$ cat config.mk
export PLATFORM = sky130hd
export DESIGN_NAME = epcd_decoder
export DESIGN_NICKNAME = d
export VERILOG_FILES = /design/src/epcd_pkg.sv /design/src/epcd_fault_prio.sv /design/src/epcd_decoder.sv
export SDC_FILE = /design/constraint.sdc
export NUM_CORES = 1
export LEC_CHECK = 0
export ABC_AREA = 1
export BUFFER_PORTS_ARGS = -buffer_cell sky130_fd_sc_hd__buf_2
export CAP_MARGIN = 20
export CORE_MARGIN = 4
export CORE_UTILIZATION = 56
export CTS_CLUSTER_DIAMETER = 150
export DETAILED_ROUTE_END_ITERATION = 7
export GPL_ROUTABILITY_DRIVEN = 0
export PLACE_DENSITY = 0.95
export SLEW_MARGIN = 20
export SYNTH_ARGS = -nofsm -noshare
export SYNTH_HDL_FRONTEND = slang
export SYNTH_SLANG_ARGS = --single-unit
$ cat constraint.sdc
create_clock -name clock -period 7.3 [get_ports clock]
set_clock_uncertainty 0.2 [all_clocks]
set_input_delay 0 -clock clock [delete_from_list [all_inputs] [get_ports clock]]
set_output_delay 0 -clock clock [all_outputs]
set_load 0.03 [all_outputs]
$ cat src/epcd_pkg.sv
package epcd_pkg;

    // Command bytes decoded by the interpreter.
    localparam logic [7:0] CMD_POS_READ = 8'h42;
    localparam logic [7:0] CMD_POS_SET = 8'h43;
    localparam logic [7:0] CMD_ANALOG_READ = 8'h44;
    localparam logic [7:0] CMD_CNT_READ = 8'h46;
    localparam logic [7:0] CMD_CNT_INC = 8'h47;
    localparam logic [7:0] CMD_CNT_CLR = 8'h49;
    localparam logic [7:0] CMD_DATA_READ = 8'h4a;
    localparam logic [7:0] CMD_DATA_STORE = 8'h4b;
    localparam logic [7:0] CMD_FIELD_STAT = 8'h4c;
    localparam logic [7:0] CMD_FIELD_MAKE = 8'h4d;
    localparam logic [7:0] CMD_FREE_MEM = 8'h4e;
    localparam logic [7:0] CMD_CODE_CHG = 8'h4f;
    localparam logic [7:0] CMD_STAT_READ = 8'h50;
    localparam logic [7:0] CMD_TYPE_READ = 8'h52;
    localparam logic [7:0] CMD_RESET = 8'h53;
    localparam logic [7:0] CMD_ADDR_SET = 8'h55;
    localparam logic [7:0] CMD_SERIAL_READ = 8'h56;
    localparam logic [7:0] CMD_IFACE_CFG = 8'h57;

    // Access code held at delivery.
    localparam logic [7:0] ACCESS_CODE_RST = 8'h55;

    // Only analog channel that the analog read accepts.
    localparam logic [7:0] ANALOG_TEMP_CH = 8'h48;

    // Status codes.
    localparam logic [7:0] ST_OK = 8'h00;
    localparam logic [7:0] ST_I2C_DEAD = 8'h05;
    localparam logic [7:0] ST_INT_CSUM = 8'h06;
    localparam logic [7:0] ST_WATCHDOG = 8'h07;
    localparam logic [7:0] ST_PARITY = 8'h09;
    localparam logic [7:0] ST_FRAME_CSUM = 8'h0a;
    localparam logic [7:0] ST_UNKNOWN_CMD = 8'h0b;
    localparam logic [7:0] ST_BAD_LEN = 8'h0c;
    localparam logic [7:0] ST_BAD_ARG = 8'h0d;
    localparam logic [7:0] ST_READ_ONLY = 8'h0e;
    localparam logic [7:0] ST_BAD_CODE = 8'h0f;
    localparam logic [7:0] ST_FIXED_SIZE = 8'h10;
    localparam logic [7:0] ST_ADDR_RANGE = 8'h11;
    localparam logic [7:0] ST_NO_FIELD = 8'h12;
    localparam logic [7:0] ST_XMIT_CURR = 8'h1d;
    localparam logic [7:0] ST_TEMP_CRIT = 8'h1e;
    localparam logic [7:0] ST_OVERSPEED = 8'h1f;
    localparam logic [7:0] ST_ST_UNRELIABLE = 8'h20;
    localparam logic [7:0] ST_MT_ERR_BASE = 8'h21;

    // Number of multiturn error causes, coded from the base upward.
    localparam int MT_ERR_NUM = 3;

    // Expected data byte count per command, access code included.
    localparam logic [3:0] LEN_ZERO = 4'h0;
    localparam logic [3:0] LEN_ONE = 4'h1;
    localparam logic [3:0] LEN_TWO = 4'h2;
    localparam logic [3:0] LEN_FOUR = 4'h4;
    localparam logic [3:0] LEN_FIVE = 4'h5;
    localparam logic [3:0] LEN_ANY = 4'hf;

    // One decoded command frame as it leaves the byte framer.
    typedef struct packed {
        logic [7:0] cmd;
        logic [3:0] len;
        logic [7:0] arg0;
        logic [7:0] arg1;
        logic csum_err;
        logic parity_err;
    } epcd_frame_t;

    // Outcome of a frame handed to the function units.
    typedef struct packed {
        logic [4:0] func;
        logic [7:0] arg0;
        logic [7:0] arg1;
    } epcd_exec_t;

    // Sensed fault conditions from the rest of the encoder.
    typedef struct packed {
        logic overspeed;
        logic st_unreliable;
        logic [MT_ERR_NUM-1:0] mt_err;
        logic temp_crit;
        logic xmit_crit;
        logic int_csum;
        logic i2c_dead;
        logic watchdog_rst;
    } epcd_faults_t;

endpackage : epcd_pkg

$ cat src/epcd_fault_prio.sv
`timescale 1ns/1ps
`default_nettype none

// Picks the most urgent sensed fault and gives its status code.
module epcd_fault_prio
    import epcd_pkg::*;
(
    input wire epcd_faults_t faults,
    output logic active,
    output logic [7:0] code
);

    // Multiturn errors map to consecutive codes; lowest index wins.
    logic [MT_ERR_NUM-1:0] mt_hit;
    logic [7:0] mt_code [MT_ERR_NUM+1];

    // Each multiturn cause offers its code in a priority chain.
    assign mt_code[MT_ERR_NUM] = ST_OK;
    genvar gi;
    generate
        for (gi = 0; gi < MT_ERR_NUM; gi++) begin : g_mt
            assign mt_hit[gi] = faults.mt_err[gi];
            assign mt_code[gi] = mt_hit[gi] ? 8'(ST_MT_ERR_BASE + gi) : mt_code[gi+1];
        end
    endgenerate

    // Priority: initialization faults, then position, then environment.
    always_comb begin
        active = 1'b1;
        if (faults.watchdog_rst) begin
            code = ST_WATCHDOG; // [RULE_16]
        end else if (faults.int_csum) begin
            code = ST_INT_CSUM; // [RULE_15]
        end else if (faults.i2c_dead) begin
            code = ST_I2C_DEAD; // [RULE_15]
        end else if (faults.overspeed) begin
            code = ST_OVERSPEED; // [RULE_12]
        end else if (faults.st_unreliable) begin
            code = ST_ST_UNRELIABLE; // [RULE_13]
        end else if (|mt_hit) begin
            code = mt_code[0]; // [RULE_13]
        end else if (faults.temp_crit) begin
            code = ST_TEMP_CRIT; // [RULE_14]
        end else if (faults.xmit_crit) begin
            code = ST_XMIT_CURR; // [RULE_14]
        end else begin
            active = 1'b0;
            code = ST_OK;
        end
    end

endmodule : epcd_fault_prio

`default_nettype wire

$ cat src/epcd_decoder.sv
// Notes on behaviour
// (RULE_01) Status read answers 00h when fault free.
// (RULE_02) Protected commands carry an access code byte.
// (RULE_03) Access code resets to 55h.
// (RULE_04) Interface configuration 57h is protected.
// (RULE_05) Unknown command byte reports 0Bh.
// (RULE_06) Frame checksum 0Ah, parity 09h.
// (RULE_07) Wrong data byte count reports 0Ch.
// (RULE_08) Disallowed argument reports 0Dh.
// (RULE_09) Write to read-only field reports 0Eh.
// (RULE_10) Wrong access code rejects, reports 0Fh.
// (RULE_11) Field errors 10h, 11h, 12h.
// (RULE_12) Overspeed reports 1Fh, no position.
// (RULE_13) Singleturn 20h, multiturn 21h to 23h.
// (RULE_14) Temperature 1Eh, transmitter current 1Dh.
// (RULE_15) Internal checksum 06h, I2C dead 05h.
// (RULE_16) Watchdog restart reports 07h.
// (RULE_17) Decode 42h, 43h, 56h.
// (RULE_18) Decode data memory commands 4Ah to 4Fh.
// (RULE_19) Decode 53h reset, 55h address.
// (RULE_20) Latest fault held until status read.
`timescale 1ns/1ps
`default_nettype none

// Decodes parameter channel command frames and keeps the status byte.
module epcd_decoder
    import epcd_pkg::*;
#(
    parameter int FIELD_NUM = 16,
    parameter int FIELD_WORDS = 64
) (
    input wire logic clock,
    input wire logic rstn,
    input wire logic clk_en,
    input wire logic frame_valid,
    input wire epcd_frame_t frame,
    input wire epcd_faults_t faults,
    input wire logic [FIELD_NUM-1:0] field_exists,
    input wire logic [FIELD_NUM-1:0] field_writable,
    input wire logic [FIELD_NUM-1:0] field_sized,
    output logic exec_valid_ff,
    output epcd_exec_t exec_ff,
    output logic resp_valid_ff,
    output logic [7:0] resp_status_ff,
    output logic resp_ok_ff,
    output logic pos_blocked_ff,
    output logic [7:0] access_code_ff
);

    // Function numbers handed to the executing units.
    localparam logic [4:0] FN_POS_READ = 5'h01;
    localparam logic [4:0] FN_POS_SET = 5'h02;
    localparam logic [4:0] FN_ANALOG = 5'h03;
    localparam logic [4:0] FN_CNT_READ = 5'h04;
    localparam logic [4:0] FN_CNT_INC = 5'h05;
    localparam logic [4:0] FN_CNT_CLR = 5'h06;
    localparam logic [4:0] FN_DATA_READ = 5'h07;
    localparam logic [4:0] FN_DATA_STORE = 5'h08;
    localparam logic [4:0] FN_FIELD_STAT = 5'h09;
    localparam logic [4:0] FN_FIELD_MAKE = 5'h0a;
    localparam logic [4:0] FN_FREE_MEM = 5'h0b;
    localparam logic [4:0] FN_CODE_CHG = 5'h0c;
    localparam logic [4:0] FN_STAT_READ = 5'h0d;
    localparam logic [4:0] FN_TYPE_READ = 5'h0e;
    localparam logic [4:0] FN_RESET = 5'h0f;
    localparam logic [4:0] FN_ADDR_SET = 5'h10;
    localparam logic [4:0] FN_SERIAL = 5'h11;
    localparam logic [4:0] FN_IFACE = 5'h12;
    localparam logic [4:0] FN_NONE = 5'h00;
    localparam int FIDX_W = $clog2(FIELD_NUM);

    // Decoder sequencing states.
    typedef enum logic [1:0] {
        EPCD_IDLE,
        EPCD_CHECK,
        EPCD_ANSWER
    } epcd_state_t;

    epcd_state_t state_ff; // Current decoder state.
    epcd_frame_t frm_ff; // Frame under decode.
    logic [7:0] held_fault_ff; // Latest sensed or protocol fault.
    logic fault_active; // A sensed fault is present now.
    logic [7:0] fault_code; // Code of the sensed fault.
    logic [4:0] fn; // Decoded function number.
    logic [3:0] need_len; // Expected data byte count.
    logic protected_cmd; // Command carries an access code.
    logic field_write; // Command writes a data field.
    logic [7:0] err_code; // Protocol error of this frame.
    logic [FIDX_W-1:0] fidx; // Field index from the first argument.
    logic [7:0] nxt_code; // Access code after this frame.

    // Priority encoder for sensed fault inputs.
    epcd_fault_prio epcd_fault_prio_inst (
        .faults(faults),
        .active(fault_active),
        .code(fault_code)
    );

    // Field index is the low bits of the first argument.
    assign fidx = frm_ff.arg0[FIDX_W-1:0];

    // Command byte to function number and required length.
    always_comb begin
        fn = FN_NONE;
        need_len = LEN_ZERO;
        protected_cmd = 1'b0;
        field_write = 1'b0;
        case (frm_ff.cmd)
            // Position read has no arguments.
            CMD_POS_READ: begin
                fn = FN_POS_READ; // [RULE_17]
            end
            // Position set carries a four byte value.
            CMD_POS_SET: begin
                fn = FN_POS_SET; // [RULE_17]
                need_len = LEN_FOUR;
            end
            // Analog read names one channel.
            CMD_ANALOG_READ: begin
                fn = FN_ANALOG;
                need_len = LEN_ONE;
            end
            // Counter read carries no data.
            CMD_CNT_READ: begin
                fn = FN_CNT_READ;
            end
            // Counter increment carries no data.
            CMD_CNT_INC: begin
                fn = FN_CNT_INC;
            end
            // Counter clear carries no data.
            CMD_CNT_CLR: begin
                fn = FN_CNT_CLR;
            end
            // Data read names a field and a word.
            CMD_DATA_READ: begin
                fn = FN_DATA_READ; // [RULE_18]
                need_len = LEN_TWO;
            end
            // Data store length varies with the payload.
            CMD_DATA_STORE: begin
                fn = FN_DATA_STORE; // [RULE_18]
                need_len = LEN_ANY;
                field_write = 1'b1;
            end
            // Field status names a field.
            CMD_FIELD_STAT: begin
                fn = FN_FIELD_STAT; // [RULE_18]
                need_len = LEN_ONE;
            end
            // Field creation names a field and a size.
            CMD_FIELD_MAKE: begin
                fn = FN_FIELD_MAKE; // [RULE_18]
                need_len = LEN_TWO;
            end
            // Free memory query carries no data.
            CMD_FREE_MEM: begin
                fn = FN_FREE_MEM; // [RULE_18]
            end
            // Code change carries the old and the new code.
            CMD_CODE_CHG: begin
                fn = FN_CODE_CHG; // [RULE_18]
                need_len = LEN_TWO;
            end
            // Status read carries no data.
            CMD_STAT_READ: begin
                fn = FN_STAT_READ;
            end
            // Type label read carries no data.
            CMD_TYPE_READ: begin
                fn = FN_TYPE_READ;
            end
            // Reset request carries no data.
            CMD_RESET: begin
                fn = FN_RESET; // [RULE_19]
            end
            // Address assignment carries the new address.
            CMD_ADDR_SET: begin
                fn = FN_ADDR_SET; // [RULE_19]
                need_len = LEN_ONE;
            end
            // Serial number read carries no data.
            CMD_SERIAL_READ: begin
                fn = FN_SERIAL; // [RULE_17]
            end
            // Interface setup is guarded by the access code.
            CMD_IFACE_CFG: begin
                fn = FN_IFACE;
                need_len = LEN_TWO;
                protected_cmd = 1'b1; // [RULE_04]
            end
            // Anything else is reported as unknown.
            default: begin
                fn = FN_NONE;
            end
        endcase
    end

    // Protocol checks in the order the host would see them.
    always_comb begin
        err_code = ST_OK;
        if (frm_ff.parity_err) begin
            // A damaged character makes every other byte suspect.
            err_code = ST_PARITY; // [RULE_06]
        end else if (frm_ff.csum_err) begin
            // The frame arrived whole but its sum disagrees.
            err_code = ST_FRAME_CSUM; // [RULE_06]
        end else if (fn == FN_NONE) begin
            // Nothing further can be judged for a foreign byte.
            err_code = ST_UNKNOWN_CMD; // [RULE_05]
        end else if (need_len != LEN_ANY && frm_ff.len != need_len) begin
            // Arguments cannot be trusted when the count is off.
            err_code = ST_BAD_LEN; // [RULE_07]
        end else if (protected_cmd && frm_ff.arg0 != access_code_ff) begin
            // Guarded settings stay untouched without the code.
            err_code = ST_BAD_CODE; // [RULE_02] [RULE_10]
        end else if (fn == FN_CODE_CHG && frm_ff.arg0 != access_code_ff) begin
            // A new code is only taken against the old one.
            err_code = ST_BAD_CODE; // [RULE_10]
        end else if (fn == FN_ANALOG && frm_ff.arg0 != ANALOG_TEMP_CH) begin
            // Only the temperature channel may be read.
            err_code = ST_BAD_ARG; // [RULE_08]
        end else if (fn == FN_FIELD_MAKE && field_sized[fidx]) begin
            // Fixed fields keep the size they were built with.
            err_code = ST_FIXED_SIZE; // [RULE_11]
        end else if ((fn == FN_DATA_READ || field_write || fn == FN_FIELD_STAT)
                     && (32'(frm_ff.arg0) >= FIELD_NUM || !field_exists[fidx])) begin
            // The index must name a field that is present.
            err_code = ST_NO_FIELD; // [RULE_11]
        end else if ((fn == FN_DATA_READ || field_write)
                     && 32'(frm_ff.arg1) >= FIELD_WORDS) begin
            // The word address must lie inside the field.
            err_code = ST_ADDR_RANGE; // [RULE_11]
        end else if (field_write && !field_writable[fidx]) begin
            // Read-only fields refuse every store.
            err_code = ST_READ_ONLY; // [RULE_09]
        end else if (fn == FN_POS_READ && faults.overspeed) begin
            // No position is formed above the speed limit, whatever else is sensed.
            err_code = ST_OVERSPEED; // [RULE_12]
        end
    end

    // A changed code takes effect only from an accepted change command.
    always_comb begin
        nxt_code = access_code_ff;
        if (state_ff == EPCD_CHECK && err_code == ST_OK && fn == FN_CODE_CHG) begin
            nxt_code = frm_ff.arg1;
        end
    end

    // Sequencer: capture, check, answer.
    always_ff @(posedge clock) begin
        if (!rstn) begin
            state_ff <= EPCD_IDLE;
            frm_ff <= '0;
        end else if (clk_en) begin
            case (state_ff)
                EPCD_IDLE: begin
                    if (frame_valid) begin
                        frm_ff <= frame;
                        state_ff <= EPCD_CHECK;
                    end
                end
                // The checks settle during this cycle.
                EPCD_CHECK: begin
                    state_ff <= EPCD_ANSWER;
                end
                // The answer is out; new frames wait until idle.
                EPCD_ANSWER: begin
                    state_ff <= EPCD_IDLE;
                end
                default: state_ff <= EPCD_IDLE;
            endcase
        end
    end

    // Stored access code.
    always_ff @(posedge clock) begin
        if (!rstn) begin
            access_code_ff <= ACCESS_CODE_RST; // [RULE_03]
        end else if (clk_en) begin
            access_code_ff <= nxt_code;
        end
    end

    // Held fault: new faults set it, a status read clears it; set wins.
    always_ff @(posedge clock) begin
        if (!rstn) begin
            held_fault_ff <= ST_OK;
        end else if (clk_en) begin
            if (state_ff == EPCD_CHECK && err_code != ST_OK) begin
                held_fault_ff <= err_code; // [RULE_20]
            end else if (fault_active) begin
                held_fault_ff <= fault_code; // [RULE_20]
            end else if (state_ff == EPCD_CHECK && fn == FN_STAT_READ) begin
                held_fault_ff <= ST_OK; // [RULE_20]
            end
        end
    end

    // Response and execution strobes.
    always_ff @(posedge clock) begin
        if (!rstn) begin
            resp_valid_ff <= 1'b0;
            resp_status_ff <= ST_OK;
            resp_ok_ff <= 1'b0;
            exec_valid_ff <= 1'b0;
            exec_ff <= '0;
        end else if (clk_en) begin
            resp_valid_ff <= 1'b0;
            exec_valid_ff <= 1'b0;
            if (state_ff == EPCD_CHECK) begin
                resp_valid_ff <= 1'b1;
                resp_ok_ff <= (err_code == ST_OK);
                if (err_code != ST_OK) begin
                    resp_status_ff <= err_code; // [RULE_10]
                end else if (fn == FN_STAT_READ) begin
                    resp_status_ff <= held_fault_ff; // [RULE_01] [RULE_20]
                end else begin
                    resp_status_ff <= ST_OK;
                end
                if (err_code == ST_OK) begin
                    exec_valid_ff <= 1'b1;
                    exec_ff.func <= fn;
                    exec_ff.arg0 <= frm_ff.arg0;
                    exec_ff.arg1 <= frm_ff.arg1;
                end
            end
        end
    end

    // Position output is blocked while overspeed is sensed.
    always_ff @(posedge clock) begin
        if (!rstn) begin
            pos_blocked_ff <= 1'b0;
        end else if (clk_en) begin
            pos_blocked_ff <= faults.overspeed; // [RULE_12]
        end
    end

endmodule : epcd_decoder

`default_nettype wire

**Word level (Yosys, flattened, before mapping)**

Cells that the tools add are included.

- Register bits: 81
- Bits of input ports: 92
- Output and inout port bits: 41

- $lt $le $gt $ge: 3
- Equality and inequality tests: 31
- Mux-type cells: 51
- Reductions and logical operators: 32

Operators by type and width:

| operator | count |
|---|---|
| equality test 8 x 7 -> 1 bit, second input constant | 18 |
| 2-to-1 mux 8 bit | 12 |
| one-hot mux 5 bit (18 select lines) | 1 |
| 2-to-1 mux 5 bit | 13 |
| equality test 5 x 4 -> 1 bit, second input constant | 4 |
| 2-to-1 mux 6 bit | 3 |
| 2-to-1 mux 1 bit | 16 |
| one-hot mux 4 bit (4 select lines) | 1 |
| logical AND 1 bit | 13 |
| binary-select mux 1 bit (select 4 bit) | 3 |
| greater-or-equal comparator 8 x 5 -> 1 bit, second input constant | 1 |
| greater-or-equal comparator 8 x 7 -> 1 bit, second input constant | 1 |
| zero test 8 bit | 1 |
| != test 8 x 7 -> 1 bit, second input constant | 1 |
| != test 8 bit | 1 |
| AND reduction 2 bit | 4 |
| nonzero test 8 bit | 1 |
| AND reduction 3 bit | 2 |
| OR reduction 3 bit | 2 |
| equality test 5 x 1 -> 1 bit, second input constant | 1 |
| equality test 5 x 2 -> 1 bit, second input constant | 1 |
| equality test 5 x 3 -> 1 bit, second input constant | 1 |
| zero test 5 bit | 1 |
| < comparator 4 x 5 -> 1 bit, second input constant | 1 |
| 11 further kinds | 14 |

**Logic depth before layout (Yosys ltp)**

- Depth after elaboration: 20
- Mapped depth: 22
- Mapped depth without buffers: 21

**Modules after synthesis**

A second synthesis with hierarchy kept.

- Cells, all modules: 736
- Area total of the unflattened synthesis: 4594.4 µm²

Modules (own cells, without submodules):

| module | times used | cells an instance | area each (µm²) | seq. area each (µm²) |
|---|---|---|---|---|
| epcd_decoder | 1 | 700 | 4419.2 | 1621.6 |
| epcd_fault_prio | 1 | 36 | 175.2 | 0.0 |

**Least setup slack after synthesis**

OpenSTA, ideal clock, no wires.

- Path kind: register to register
- From: register access_code_ff[0]
- To: register access_code_ff[1]
- Library setup time: 128 ps
- Arrival time: 2041 ps
- Path slack: 4932 ps
- Stages on the path, launching flop included: 15
- Path buffers: 1
- Path through: dfxtp_1 > xnor2_1 > nand3_1 > nor2_1 > nand2_1 > o21ai_0 > and2_1 > nand4_4 > inv_1 > nand2_1 > nor2_1 > buf_4 > nand2_1 > o21ai_1 > nor2_1

- Cells in the longest elaborated chain, start to end: 12
- Elaborated cells between the ends (all ways): 13

RTL lines:

| what | line | source |
|---|---|---|
| start: declaration | epcd_decoder.sv:47 | `output logic [7:0] access_code_ff` |
| start signal: assignment | epcd_decoder.sv:282 | `access_code_ff <= nxt_code;` |
| != test 8 bit * | epcd_decoder.sv:214, epcd_decoder.sv:217 |  |
| logical AND 1 bit | epcd_decoder.sv:217 | `end else if (fn == FN_CODE_CHG && frm_ff.arg0 != access_code_ff) begin` |
| 2-to-1 mux 5 bit | epcd_decoder.sv:217 |  |
| 2-to-1 mux 5 bit * | epcd_decoder.sv:214 | `end else if (protected_cmd && frm_ff.arg0 != access_code_ff) begin` |
| 2-to-1 mux 5 bit * | epcd_decoder.sv:211 | `end else if (need_len != LEN_ANY && frm_ff.len != need_len) begin` |
| 2-to-1 mux 5 bit * | epcd_decoder.sv:208 | `end else if (fn == FN_NONE) begin` |
| 2-to-1 mux 5 bit * | epcd_decoder.sv:205 | `end else if (frm_ff.csum_err) begin` |
| 2-to-1 mux 5 bit * | epcd_decoder.sv:202 | `if (frm_ff.parity_err) begin` |
| zero test 8 bit * | epcd_decoder.sv:246 | `if (state_ff == EPCD_CHECK && err_code == ST_OK && fn == FN_CODE_CHG) begin` |
| logical AND 1 bit * (2 in a row) | epcd_decoder.sv:246 |  |
| AND reduction 2 bit (no source line) * | - |  |

Mark *: on every way between the ends. The rest lies on a longest branch, timed or not.
A chain may end at the register's enable or synchronous reset.

**Worst setup path in the final report**

- From: register frm_ff, in the netlist fidx[0]
- To: register access_code_ff[3]

- Cells in the longest elaborated chain, start to end: 19
- Elaborated cells between the ends (all ways): 33

RTL lines:

| what | line | source |
|---|---|---|
| start: declaration | epcd_decoder.sv:80 | `epcd_frame_t frm_ff;` |
| start signal: assignment | epcd_decoder.sv:260 | `frm_ff <= frame;` |
| binary-select mux 1 bit (select 4 bit) | epcd_decoder.sv:234 | `end else if (field_write && !field_writable[fidx]) begin` |
| 2-to-1 mux 1 bit (not written as such) | epcd_decoder.sv:234 |  |
| zero test 1 bit | epcd_decoder.sv:234 |  |
| logical AND 1 bit | epcd_decoder.sv:234 |  |
| 2-to-1 mux 5 bit | epcd_decoder.sv:234 |  |
| 2-to-1 mux 5 bit | epcd_decoder.sv:230 | `end else if ((fn == FN_DATA_READ \|\| field_write)` |
| 2-to-1 mux 5 bit | epcd_decoder.sv:226 | `end else if ((fn == FN_DATA_READ \|\| field_write \|\| fn == FN_FIELD_STAT)` |
| 2-to-1 mux 5 bit | epcd_decoder.sv:223 | `end else if (fn == FN_FIELD_MAKE && field_sized[fidx]) begin` |
| (+2 left out) | - |  |
| 2-to-1 mux 5 bit * | epcd_decoder.sv:214 |  |
| 2-to-1 mux 5 bit * | epcd_decoder.sv:211 |  |
| 2-to-1 mux 5 bit * | epcd_decoder.sv:208 |  |
| 2-to-1 mux 5 bit * | epcd_decoder.sv:205 |  |
| 2-to-1 mux 5 bit * | epcd_decoder.sv:202 |  |
| zero test 8 bit * | epcd_decoder.sv:246 |  |
| logical AND 1 bit * (2 in a row) | epcd_decoder.sv:246 |  |
| AND reduction 2 bit (no source line) * | - |  |

Mark *: on every way between the ends. The rest lies on a longest branch, timed or not. The select of a mux whose other input is x is not followed.

==> results.txt <==
The run finished, with violations left. The checks that failed: DRC. The ratio of final minimum period to clock period came out at 63.5%. The path with the worst hold slack has its endpoint at held_fault_ff[2]. The synthesized netlist contains 42 unique library cells. The combined buffer and inverter count along the critical path came out at 2. Based on the critical path, the design can be clocked at up to 0.216 GHz. The synthesized design contains 77 register bits. The post-synthesis instance total came out at approximately 670. The number of hold-repair buffers added at the cts stage came out at 38. The worst-case reg-to-reg path depth came out at 17. The maximum number of pins on one net before global-route repair is 60. In this run the critical register-to-register path is captured at access_code_ff[3]. The share of synthesized flip-flops with an asynchronous set or reset is 0%.

The warning count from the yosys run is 0. In this design, the critical path's most frequently occurring cell is nand2_1. Grouping stages by cell kind, the critical path spends the most delay in simple AND/OR/NAND/NOR gates. The overall routed net length is 14,100 µm.

The worst setup path is launched from a register. The share of layout cells above drive strength 1 is between 20% and 30%. The number of global-route vias before repair is 4,920. The starting density of the core came out at 58.6%. TritonCTS built the clock tree.

The count of buffers from port buffering is 130. The core region is 0.00737 mm². The number of buffers added for setup after CTS came out at 0. In this run the critical register-to-register path is launched from fidx[0].

The final antenna-violating net count is 0. Measured on the finished design, the core utilization comes to between 70 and 80%. After detailed routing, the average wire length per cell comes to 15.1 µm.

The clock root buffer master is clkbuf_8. The placed wire-length estimate after detailed placement is 9650 µm. The type of element capturing the critical path is a register. The top cell types in the final layout, fill and taps aside, are nand2_1, buf_2, nor2_1. For this run, the register share of the synthesized area comes to 35.7%. The wire length of the first global-routing pass came out at 21,900 µm. Clock-pin slew was measured on the worst setup and hold paths at 0.09 ns. Across all register-to-register paths, the minimum setup slack is 2.66 ns. The library cell used most frequently in the layout, excluding fill and tap cells, is nand2_1. The total number of vias came out at 5,238. The floorplan step defined a die boundary enclosing between 0.009 and 0.01 mm².

The number of cells traversed by the worst hold path came out at 8. The global-route congestion overflow total is 0. The antenna cell count came out at 0. The total of max-cap violations is 0. The worst-case clock buffer depth came out at 2.

The clock sink total came out at 77. The area overhead of the layout relative to synthesis is 28.1%. The worst setup path is of the register to register kind. The total setup violations reported at the end of the flow is 0. The initial antenna violation count is 0. For this run, design rule violations remaining after detail routing come to 7.

Post-CTS repair changed the size of 0 cells. In the synthesized netlist the dominant register cell turns out to be dfxtp_1. The number of optimization iterations in the first detailed-route pass is 8. After floorplanning, the core was divided into 31 placement rows. The worst path required time came out at about 7.4 ns. The power per cell area is 174 mW/mm². The final hold slack came out at about 0.05 ns. The leakage power is 2.80 nW. The H-tree level count came out at 3. The tightest min-delay check is of the input port to register type. The number of flops mapped to enable cells by yosys came out at 0. The final count of pins violating max slew came out at 0. The number of buffers added by the clock tree synthesis step is 9.

In this run the most used layer during global routing was met2. Counting I/O delays and the setup requirement, the final critical path takes ~4.6 ns. The maximum net fanout on the critical path came out at 34. The number of vias per cell is 5.64. The worst hold path begins at faults[7]. The die boundary width came out at 95.8 µm. The starting DRC count in detailed routing is 682. The cell accounting for the most synthesized area is dfxtp_1.

In this run the cell area of the synthesized design comes to 0.00432 mm². The endpoint arrival time on the critical path came out at 4.69 ns. The met2 capacity usage during global routing is between 50% and 60%. The worst pin sits at a relative slew slack of 28.1%. The worst IR drop on VDD came out at about 0.00011 V.

The height of the chip came out at 95.8 µm. The final net count is 917. The all-layer global routing usage is 30.2%.

Each instance of the synthesized netlist takes up on average 6.41 µm². The top-area cell type share of the netlist area is 35.7%. The critical path's slowest cell is dfxtp_1. Walking the worst path, the cells encountered are inv_1 > nand2_1 > nand2_1 > nand2_1 > nand3_1 > nand2_1 > nand2_1 > nand2_1 > nand2_1 > nand2_1 > inv_1 > nand2_1 > nand4_4 > nor3_4 > nand2_1 > o21ai_1 > nor2_1. The final number of hold-violating endpoints is 0. The top-level I/O count is 133.

Setup repair after global routing left no endpoint under its margin. The global-route track usage on met3 is 8.05%. Setup total negative slack on the finished layout was measured at 0 ns.

The transition time at the pin with the least slew margin came out at 1.07 ns. By area the synthesized netlist is led by dfxtp_1, nand2_1, a21oi_1, nand3_1, nor2_1. The largest incremental delay on the critical path is approximately 0.96 ns. The clock latency on the worst-skew pair came out at 0.37 ns. The met1 demand-to-capacity share in global routing is around a third.
## routing by layer
metal	share of wire (%)	wire, µm
met1	37	5220
met2	47	6620
met3	11	1550
met4	4.7	663
met5	0	0
## worst reg2reg max path, stage by stage, from the launching register on
cell and delay [ns]:
dfxtp_1 0.96, inv_1 0.60, nand2_1 0.16, nand2_1 0.06
nand2_1 0.06, nand3_1 0.09, nand2_1 0.07, nand2_1 0.07
nand2_1 0.07, nand2_1 0.06, nand2_1 0.08, inv_1 0.06
nand2_1 0.14, nand4_4 0.16, nor3_4 0.86, nand2_1 0.48
o21ai_1 0.29, nor2_1 0.06
## state kept, by name, indices dropped and copies added, names as in the netlist, 2 cells and up
signal          cells
access_code_ff      8
state_ff            2
resp_status_ff      6
frm_ff             26
fidx                4
exec_ff            21
held_fault_ff       6
## cell families after synthesis
| kind of cell | Yosys count | synth area share, % |
|---|---|---|
| mux | 1 | 0.232 |
| buf+inv | 103 | 10.0 |
| flops | 77 | 35.7 |
| other cells | 1 | 0.0868 |
| xor+xnor | 4 | 0.811 |
| simple gates | 357 | 36.8 |
| compound gates | 131 | 16.3 |
## cells in the mapped netlist (all sizes together), types with 2 or more instances
cell type and n:
a21oi 61, a31oi 2, buf 18, clkbuf 12, clkinv 2, dfxtp 77
inv 71, nand2 186, nand3 63, nand3b 2, nand4 7, nor2 84
nor3 6, nor4 2, o211ai 6, o21ai 58, o21bai 2, or2 5
xnor2 4
## metrics by stage
| step | instance area (µm²) | cells | setup WS, ns | power (mW) |
|---|---|---|---|---|
| CTS | 5530 | 929 | 2.85 | 0.956 |
| global route | 5530 | 929 | 2.20 | 0.999 |
| finish | 5530 | 929 | 2.66 | 0.963 |
| floorplan | 4320 | 675 | 4.93 | 0.562 |
| detailed placement | 4940 | 875 | 2.87 | 0.612 |
| global placement | 4940 | 875 | 3.16 | 0.605 |
## where the power goes
| group | switching (mW) | internal [mW] | leakage (nW) |
|---|---|---|---|
| Clock | 0.174 | 0.163 | 0.101 |
| Combinational | 0.0998 | 0.0698 | 2.07 |
| Sequential | 0.0197 | 0.436 | 0.628 |
## how the worst max path moves through the flow
| stage | startpoint | to | slack, ns | cells after the start |
|---|---|---|---|---|
| CTS | fidx[0] | access_code_ff[0] | 2.85 | 15 |
| floorplan | access_code_ff[0] | access_code_ff[1] | 4.93 | 14 |
| global placement | fidx[0] | access_code_ff[3] | 3.16 | 15 |
| detailed placement | fidx[0] | access_code_ff[0] | 2.87 | 15 |
| global route | fidx[0] | access_code_ff[3] | 2.20 | 18 |
| finish | fidx[0] | access_code_ff[3] | 2.66 | 17 |
## cell type report
type / instances / area (µm²)
clock inverters: 7 / 81.3
multi-input cells: 495 / 2350
inverters: 73 / 274
well taps: 99 / 124
repair buffers: 169 / 1040
flip-flops and latches: 77 / 1540
fillers: 569 / 1840
clock buffers: 9 / 124
Power figures use the tool's default switching activity.
